==> config.mk <==
export PLATFORM = sky130hd
export DESIGN_NAME = logic_cell_gate1_input_select
export DESIGN_NICKNAME = d
export VERILOG_FILES = /design/src/pkg/gate1_sel_pkg.sv /design/src/verilog/data_input_select.sv /design/src/verilog/logic_cell_gate1_input_select.sv
export SDC_FILE = /design/constraint.sdc
export NUM_CORES = 1
export LEC_CHECK = 0
export BUFFER_PORTS_ARGS = -buffer_cell sky130_fd_sc_hd__buf_2
export CAP_MARGIN = 10
export CORE_ASPECT_RATIO = 2
export CORE_UTILIZATION = 35
export CTS_CLUSTER_SIZE = 20
export DETAILED_ROUTE_END_ITERATION = 12
export GPL_TIMING_DRIVEN = 1
export PLACE_DENSITY = 0.65
export SYNTH_ARGS = -nofsm -noshare
export SYNTH_HDL_FRONTEND = slang
export SYNTH_SLANG_ARGS = --single-unit
==> constraint.sdc <==
create_clock -name ref_clk -period 2.6 [get_ports ref_clk]
set_input_delay 0.26 -clock ref_clk [delete_from_list [all_inputs] [get_ports ref_clk]]
set_output_delay 0.26 -clock ref_clk [all_outputs]
set_load 0.03 [all_outputs]
==> src/pkg/gate1_sel_pkg.sv <==
// Purpose: Shared constants and types for the gate 1 input selection stage
// Assumes: 8-bit register port, 32 selectable source signals
// Notes: Offsets index byte-wide registers on the plain register port
package gate1_sel_pkg;

  localparam int ADDR_W = 8;
  localparam int DATA_W = 8;
  localparam int SEL_W = 5;
  localparam int NUM_IN = 4;
  localparam int NUM_SRC = 32;

  // Register offsets
  localparam logic [7:0] OFS_SEL_FIRST = 8'h00;
  localparam logic [7:0] OFS_SEL_SECOND = 8'h01;
  localparam logic [7:0] OFS_SEL_THIRD = 8'h02;
  localparam logic [7:0] OFS_SEL_FOURTH = 8'h03;
  localparam logic [7:0] OFS_G1_ENABLE = 8'h04;

  // Reset values
  localparam logic [7:0] RST_G1_ENABLE = 8'h00;
  localparam logic [4:0] RST_SEL = 5'h00;
  localparam logic [7:0] RD_ZERO = 8'h00;

  // Field positions in the enable register
  localparam int BIT_IN4_TRUE = 7;
  localparam int BIT_IN4_NEG = 6;
  localparam int BIT_IN3_TRUE = 5;
  localparam int BIT_IN3_NEG = 4;
  localparam int BIT_IN2_TRUE = 3;
  localparam int BIT_IN2_NEG = 2;
  localparam int BIT_IN1_TRUE = 1;
  localparam int BIT_IN1_NEG = 0;

  typedef struct packed {
    logic g1_in4_true_en;
    logic g1_in4_neg_en;
    logic g1_in3_true_en;
    logic g1_in3_neg_en;
    logic g1_in2_true_en;
    logic g1_in2_neg_en;
    logic g1_in1_true_en;
    logic g1_in1_neg_en;
  } gate1_en_s;

endpackage : gate1_sel_pkg

==> src/verilog/data_input_select.sv <==
// Purpose: Picks one of the synchronised sources as one cell data input
// Assumes: Sources already pass two flip-flops upstream
// Notes: Output registered, one cycle after the source
`timescale 1ns/10ps
module data_input_select (
  input wire logic ref_clk,
  input wire logic nrst,
  input wire logic [31:0] srcSync,
  input wire logic [4:0] sourceSelect,
  output logic dataOut
);

  logic dataOut_ff;
  logic nxt_dataOut;

  always_comb begin
    nxt_dataOut = srcSync[sourceSelect]; // [RQ5]
  end

  always_ff @(posedge ref_clk) begin
    if (!nrst) begin
      dataOut_ff <= 1'b0;
    end else begin
      dataOut_ff <= nxt_dataOut;
    end
  end

  assign dataOut = dataOut_ff;
endmodule : data_input_select

==> src/verilog/logic_cell_gate1_input_select.sv <==
// Purpose: Gate 1 input gating of a configurable logic cell
// Assumes: Sources come from outside the clock domain; plain register port
// Notes: Gate output lags a source change by four clock edges
//
// Function
// [RQ1] Bits 7 and 6 gate fourth data input true and inverted into gate 1.
// [RQ2] Bits 5 and 4 gate third data input true and inverted into gate 1.
// [RQ3] Bits 3 and 2 gate second data input true and inverted into gate 1.
// [RQ4] Bits 1 and 0 gate first data input true and inverted into gate 1.
// [RQ5] Each data input picks one source via its own five-bit select field.
// [RQ6] Gate 1 output is OR of enabled terms; low when nothing enabled.
`timescale 1ns/10ps
module logic_cell_gate1_input_select (
  input wire logic ref_clk,
  input wire logic nrst,
  input wire logic [7:0] regAddr,
  input wire logic [7:0] wrData,
  input wire logic wrStb,
  input wire logic rdStb,
  output logic [7:0] rdData,
  input wire logic [31:0] srcIn,
  output logic [3:0] cellData,
  output logic gate1Out
);

  // Source synchronisers
  logic [31:0] srcMeta_ff;
  logic [31:0] srcSync_ff;

  always_ff @(posedge ref_clk) begin
    if (!nrst) begin
      srcMeta_ff <= 32'h0000_0000;
      srcSync_ff <= 32'h0000_0000;
    end else begin
      srcMeta_ff <= srcIn;
      srcSync_ff <= srcMeta_ff;
    end
  end

  // Register file
  gate1_sel_pkg::gate1_en_s enReg_ff;
  gate1_sel_pkg::gate1_en_s nxt_enReg;
  logic [4:0] selReg_ff [4];
  logic [4:0] nxt_selReg [4];
  logic [7:0] rdData_ff;
  logic [7:0] nxt_rdData;

  always_comb begin
    nxt_enReg = enReg_ff;
    for (int i = 0; i < 4; i++) begin
      nxt_selReg[i] = selReg_ff[i];
    end
    if (wrStb) begin
      case (regAddr)
        gate1_sel_pkg::OFS_SEL_FIRST: begin
          nxt_selReg[0] = wrData[4:0]; // [RQ5]
        end
        gate1_sel_pkg::OFS_SEL_SECOND: begin
          nxt_selReg[1] = wrData[4:0]; // [RQ5]
        end
        gate1_sel_pkg::OFS_SEL_THIRD: begin
          nxt_selReg[2] = wrData[4:0]; // [RQ5]
        end
        gate1_sel_pkg::OFS_SEL_FOURTH: begin
          nxt_selReg[3] = wrData[4:0]; // [RQ5]
        end
        gate1_sel_pkg::OFS_G1_ENABLE: begin
          nxt_enReg = gate1_sel_pkg::gate1_en_s'(wrData);
        end
        default: begin
          nxt_enReg = enReg_ff;
        end
      endcase
    end
  end

  always_comb begin
    nxt_rdData = gate1_sel_pkg::RD_ZERO;
    if (rdStb) begin
      case (regAddr)
        gate1_sel_pkg::OFS_SEL_FIRST: begin
          nxt_rdData = {3'h0, selReg_ff[0]};
        end
        gate1_sel_pkg::OFS_SEL_SECOND: begin
          nxt_rdData = {3'h0, selReg_ff[1]};
        end
        gate1_sel_pkg::OFS_SEL_THIRD: begin
          nxt_rdData = {3'h0, selReg_ff[2]};
        end
        gate1_sel_pkg::OFS_SEL_FOURTH: begin
          nxt_rdData = {3'h0, selReg_ff[3]};
        end
        gate1_sel_pkg::OFS_G1_ENABLE: begin
          nxt_rdData = enReg_ff;
        end
        default: begin
          nxt_rdData = gate1_sel_pkg::RD_ZERO;
        end
      endcase
    end
  end

  always_ff @(posedge ref_clk) begin
    if (!nrst) begin
      enReg_ff <= gate1_sel_pkg::RST_G1_ENABLE;
      rdData_ff <= gate1_sel_pkg::RD_ZERO;
      for (int i = 0; i < 4; i++) begin
        selReg_ff[i] <= gate1_sel_pkg::RST_SEL;
      end
    end else begin
      enReg_ff <= nxt_enReg;
      rdData_ff <= nxt_rdData;
      for (int i = 0; i < 4; i++) begin
        selReg_ff[i] <= nxt_selReg[i];
      end
    end
  end

  assign rdData = rdData_ff;

  // Data input selectors
  logic [3:0] dataSel;

  generate
    for (genvar g = 0; g < 4; g++) begin : gen_sel
      data_input_select u_sel (
        .ref_clk(ref_clk),
        .nrst(nrst),
        .srcSync(srcSync_ff),
        .sourceSelect(selReg_ff[g]),
        .dataOut(dataSel[g])
      );
    end
  endgenerate

  assign cellData = dataSel;

  // Gate 1 term gating
  logic [7:0] enBits;
  logic [7:0] gateTerm;
  logic gate1Out_ff;
  logic nxt_gate1Out;

  assign enBits = enReg_ff;

  generate
    for (genvar k = 0; k < 4; k++) begin : gen_term
      // Odd bit gates the true form, even bit the inverted form
      assign gateTerm[2*k+1] = enBits[2*k+1] & dataSel[k]; // [RQ1] [RQ2] [RQ3] [RQ4]
      assign gateTerm[2*k] = enBits[2*k] & ~dataSel[k]; // [RQ1] [RQ2] [RQ3] [RQ4]
    end
  endgenerate

  always_comb begin
    nxt_gate1Out = |gateTerm; // [RQ6]
  end

  always_ff @(posedge ref_clk) begin
    if (!nrst) begin
      gate1Out_ff <= 1'b0;
    end else begin
      gate1Out_ff <= nxt_gate1Out;
    end
  end

  assign gate1Out = gate1Out_ff;
endmodule : logic_cell_gate1_input_select

### Word level (Yosys, flattened, before mapping)

Memories as Yosys holds them, arrays and structs flattened.
Cells that the tools add are included.

* bits in writable memories: 20
* memories kept: 1
* output and inout bits: 13
* register bits after elaboration: 85
* word-level logic and storage cells: 65
* bits of input ports: 52

* reductions and logical operators: 4
* mux-type cells: 20
* magnitude comparators: 4
* equality and inequality tests: 4
* bitwise gates (word level): 16

Memory list
* selReg_ff: words 4, bits a word 5, read ports 4, clocked after memory_dff 0, wr ports 4, line logic_cell_gate1_input_select.sv:43 `logic [4:0] selReg_ff [4];`

Operators by type and width (number)
* $mux W5: 8
* $pmux W8 S5: 1
* $lt A5 B6 Y1 const B: 4
* $bmux W1 S5: 4
* $mux W20: 1
* $eq A8 B2 Y1 const B: 2
* $and A1 B1 Y1: 8
* $eq A8 B1 Y1 const B: 1
* $eq A8 B3 Y1 const B: 1
* $logic_not A8 Y1: 1
* $reduce_or A8 Y1: 1
* $mux W1: 6
* $not A1 Y1: 4
* $or A1 B1 Y1: 4
* $reduce_and A2 Y1: 2

### Longest topological paths before layout

* word-level depth: 4
* gate-level depth with buffers: 6
* gate-level depth less buffers: 4

### Hierarchy

Synthesis repeated with hierarchy kept, for this count alone.

* cells, all modules: 392
* area total of the unflattened synthesis: 4633.2 um^2

Modules (own cells, without submodules)
* logic_cell_gate1_input_select: instances 1, area an instance 3261.9 um^2, seq. area each 2021.9 um^2, cells an instance 296
* data_input_select: instances 4, area an instance 342.8 um^2, seq. area each 20.0 um^2, cells an instance 24

### Least setup slack after synthesis

Ideal clock, no wire load.

* path type: input -> register
* from: in regAddr[7]
* to: reg enReg_ff (netlist bit enBits[4])
* data required time: 2472 ps
* stages on the path: 5
* data arrival time: 1767 ps
* setup slack: 706 ps
* buffers on the path: 1
* library setup time: 128 ps
* cells stage by stage: or4_4 > buf_6 > nor4_4 > mux2i_1 > nor2_1

* cells in the longest elaborated chain, start to end: 2

Ends and longest elaborated chain
* start: declaration: line logic_cell_gate1_input_select.sv:16 `input wire logic [7:0] regAddr,`
* $eq A8 B3 Y1: line logic_cell_gate1_input_select.sv:54 `case (regAddr)`
* $reduce_and A2 Y1 (no source line)
* end signal: assignment: line logic_cell_gate1_input_select.sv:105 `enReg_ff <= gate1_sel_pkg::RST_G1_ENABLE;`
* end signal: assignment: line logic_cell_gate1_input_select.sv:111 `enReg_ff <= nxt_enReg;`
* end: declaration: line logic_cell_gate1_input_select.sv:41 `gate1_sel_pkg::gate1_en_s enReg_ff;`

Every way passes these cells.
A chain may end at the register's enable or synchronous reset.

==> reports/qor.json <==
{
  "timing.critical_path.cells": "buf_4 > mux4_2 > o22ai_1 > o221a_2 > nor4_1",
  "ctsRootBufferMaster": "sky130_fd_sc_hd__clkbuf_16",
  "p_sw_share_pct": 21.5,
  "grt-ovfl-total": 0,
  "rsz0062_at_grt": "false",
  "drt_pass1_iterations": 4,
  "starting_drt_drc_count": 205,
  "postCtsSetupRepairBufs": 0,
  "power.leakage_uw": 0.00197,
  "critical_path.startpoint_type": "flop",
  "setup_violations": 0,
  "vdd_ir_drop_max_v": 0.000374,
  "holdPathStages": 2,
  "dominantRegCellSynth": "sky130_fd_sc_hd__dfxtp_1",
  "boundaryPins": 65,
  "route.vias.total": 3085,
  "antenna_cells_inserted": 0,
  "place_congestion": 0.836,
  "synth_enable_flop_cells": 0,
  "cts.htree.levels": 3,
  "slew_at_the_pin_with_the_worst_max_slew_slack_ns": 0.753,
  "num-nets-final": 494,
  "post_synth_xor_area_fraction_pct": 0,
  "outcome": "completed",
  "postSynthNetCount": 442,
  "syn-instance-count": 390,
  "ctsHoldBuffers": 0,
  "route.final.wire_length_um": 9750,
  "routed_wire_length_per_instance_um": 16.4,
  "clock_sinks": 105,
  "antenna_found_initial": 0,
  "fin_hold_ws_ns": 0.122,
  "seq_power_share_pct": 54.5,
  "design.core.area_um2": 12600,
  "final-hold-violation-count": 0,
  "yosys.area_share.adder_pct": 0,
  "drc": 0,
  "hpwl_um": 7500,
  "setup_total_negative_slack_ns": 0,
  "number_of_unique_standard_cell_types_used_by_synthesis": 33,
  "initial_utilization_pct": 36.1,
  "grt_first_pass_wirelength_um": 15500,
  "synth_simple_gate_area_share_pct": 17.9,
  "cts-buffers-inserted": 9,
  "buffer_ports.inserted": 64,
  "critical-path-top-delay-family": "flip-flops",
  "reg2reg_slack_ns": 0.61,
  "area_delta_synth_final_pct": 15.3,
  "num-fill-cells": 1243,
  "placed_cells_incl_taps": 581,
  "clockBufferDepth": 2,
  "critPathKind": "flop to flop",
  "critPathMaxStageDelay_ns": 0.57,
  "timing.slew.headroom_pct": 49.7,
  "clk_pin_slew_worst_paths_ns": 0.07,
  "synth_top_family_by_area": "multiplexers",
  "synth.mux.area_fraction_pct": 27.3,
  "share_of_post_route_cells_with_drive_strength_above_1_pct": 30.5,
  "synth_area_per_inst_um2": 11.7,
  "die_area_um2": 13500,
  "min-delay-path-class": "input port to flop",
  "slew_violations": 0,
  "timing.rr.end": "gen_sel[1].u_sel.dataOut",
  "worst-endpoint-arrival_ns": 2.18,
  "floorplan.rows": 58,
  "insertion_delay_ns": 0.34,
  "synth_area_um2": 4560,
  "int_pwr_uw": 2420,
  "tritoncts": "done",
  "layout_min_cycle_time_ns": 1.99,
  "async_reset_ff_share_pct": 0,
  "synth_compound_area_share_pct": 5.19,
  "grt_use_total_pct": 15.7,
  "die_boundary_height_um": 163,
  "drt.antenna.violating_nets": 0,
  "stdcell_count": 596,
  "p_sw_uw": 663,
  "critical_path.endpoint_type": "flop",
  "finClkSkew_ns": 0.00921,
  "max_freq_mhz": 502,
  "die_w_um": 82.7,
  "clock_power_share_pct": 39.8,
  "timing.critical_path.slowest_stage_cell": "sky130_fd_sc_hd__dfxtp_1",
  "drv_cap": 0,
  "grt_max_degree": 65,
  "min_delay_worst_endpoint": "srcMeta_ff[7]",
  "layout.cells.most_common": "sky130_fd_sc_hd__dfxtp_1",
  "path_buf_inv": 1,
  "combinationalPowerShare_pct": 5.7,
  "reg2reg_from": "selReg_ff[1][1]",
  "critPathRequiredTime_ns": 2.78,
  "hold_path_startpoint": "srcIn[7]",
  "postSynthRegisterBits": 105,
  "p_per_area_nw_per_um2": 587,
  "detail_route.vias_per_cell": 5.18,
  "timing.reg2reg.worst_path_depth": 5,
  "ys_warn_count": 0,
  "critPathMaxFanout": 7,
  "vias_in_the_first_global_route": 3189,
  "most-common-layout-cells": "sky130_fd_sc_hd__dfxtp_1 (105), sky130_fd_sc_hd__and2_1 (67), sky130_fd_sc_hd__buf_2 (64)",
  "ys_seq_area_share_pct": 46.1,
  "cts.repair.resized": 0,
  "final.period_utilization_pct": 76.6
}
[layout make-up]
type	instances	area, µm²	share of cell area, %
clock inverter	4	27.5	0.523
sequential	105	2100	40.0
inverter	3	11.3	0.214
clock buffer	11	243	4.62
tap	150	188	3.57
multi-input combinational	250	2300	43.7
timing repair buffer	73	388	7.38
[power by group through the flow]
| stage | clock [µW] | sequential (µW) | combinational (µW) |
|---|---|---|---|
| after floorplan | 0 | 1710 | 122 |
| after global placement | 0 | 1710 | 177 |
| after detailed placement | 0 | 1720 | 179 |
| after CTS | 1250 | 1680 | 180 |
| after global routing | 1320 | 1690 | 196 |
| final | 1230 | 1680 | 177 |
[cell families after synthesis]
family          count (synthesis)
buf+inv                        35
flops                         105
mux                            88
compound gates                 30
simple gates                  132
[worst register-to-register path, cell delays in order (launching register included)]
cell	delay (ns)
sky130_fd_sc_hd__dfxtp_1	0.57
sky130_fd_sc_hd__buf_4	0.24
sky130_fd_sc_hd__mux4_2	0.50
sky130_fd_sc_hd__o22ai_1	0.22
sky130_fd_sc_hd__o221a_2	0.24
sky130_fd_sc_hd__nor4_1	0.06
[Yosys cell counts, types with 3 or more instances]
| master | n | area [µm²] |
|---|---|---|
| sky130_fd_sc_hd__a2bb2oi_1 | 5 | 43.8 |
| sky130_fd_sc_hd__mux4_2 | 28 | 631 |
| sky130_fd_sc_hd__nor4_1 | 3 | 18.8 |
| sky130_fd_sc_hd__nor2_1 | 34 | 128 |
| sky130_fd_sc_hd__inv_1 | 3 | 11.3 |
| sky130_fd_sc_hd__buf_4 | 4 | 30.0 |
| sky130_fd_sc_hd__nor2b_1 | 3 | 18.8 |
| sky130_fd_sc_hd__o22ai_1 | 4 | 25.0 |
| sky130_fd_sc_hd__nor4_4 | 5 | 106 |
| sky130_fd_sc_hd__mux2_2 | 12 | 135 |
| sky130_fd_sc_hd__and2_1 | 67 | 419 |
| sky130_fd_sc_hd__clkbuf_1 | 18 | 67.6 |
| sky130_fd_sc_hd__dfxtp_1 | 105 | 2100 |
| sky130_fd_sc_hd__nand2b_1 | 8 | 50.1 |
| sky130_fd_sc_hd__buf_1 | 6 | 22.5 |
| sky130_fd_sc_hd__o22a_1 | 5 | 43.8 |
| sky130_fd_sc_hd__nand2_1 | 5 | 18.8 |
| sky130_fd_sc_hd__o21ai_0 | 5 | 25.0 |
| sky130_fd_sc_hd__mux2i_1 | 48 | 480 |
| sky130_fd_sc_hd__buf_2 | 3 | 15.0 |
[worst max-delay path by stage]
stage,startpoint,end,slack [ns],cells after the start
after detailed placement,regAddr[7],enBits[7],0.46,5
after global routing,selReg_ff[2][1],gen_sel[2].u_sel.dataOut,0.51,4
after floorplan,regAddr[7],enBits[4],0.71,5
final,selReg_ff[1][1],gen_sel[1].u_sel.dataOut,0.61,5
after global placement,regAddr[7],enBits[6],0.50,5
after CTS,selReg_ff[0][0],gen_sel[0].u_sel.dataOut,0.62,3
[metrics by stage]
stage                     instance area (µm²)  setup slack, ns  utilization (%)  total power (µW)
after CTS                                5260            0.618             41.6              3120
final                                    5260            0.609             41.6              3090
after global routing                     5260            0.509             41.6              3210
after detailed placement                 4990            0.460             39.5              1900
after floorplan                          4560            0.706                -              1830
after global placement                   4990            0.498             39.5              1890
[metal layers]
layer / routed length [µm] / global-route usage (%) / share of wire [%]
met1: 3390 / 14.9 / 35
met2: 5460 / 28.7 / 56
met3: 380 / 2.85 / 3.9
met4: 522 / 10.8 / 5.4
met5: 0 / 0 / 0
[flip-flops by register name (all words and copies together), names as in the netlist]
name and flops:
selReg_ff 20, srcSync_ff 32, srcMeta_ff 32, rdData 8, gate1Out 1, gen_sel.u_sel.dataOut 4, enBits 8
No activity file was read; power rests on OpenSTA's default activity.
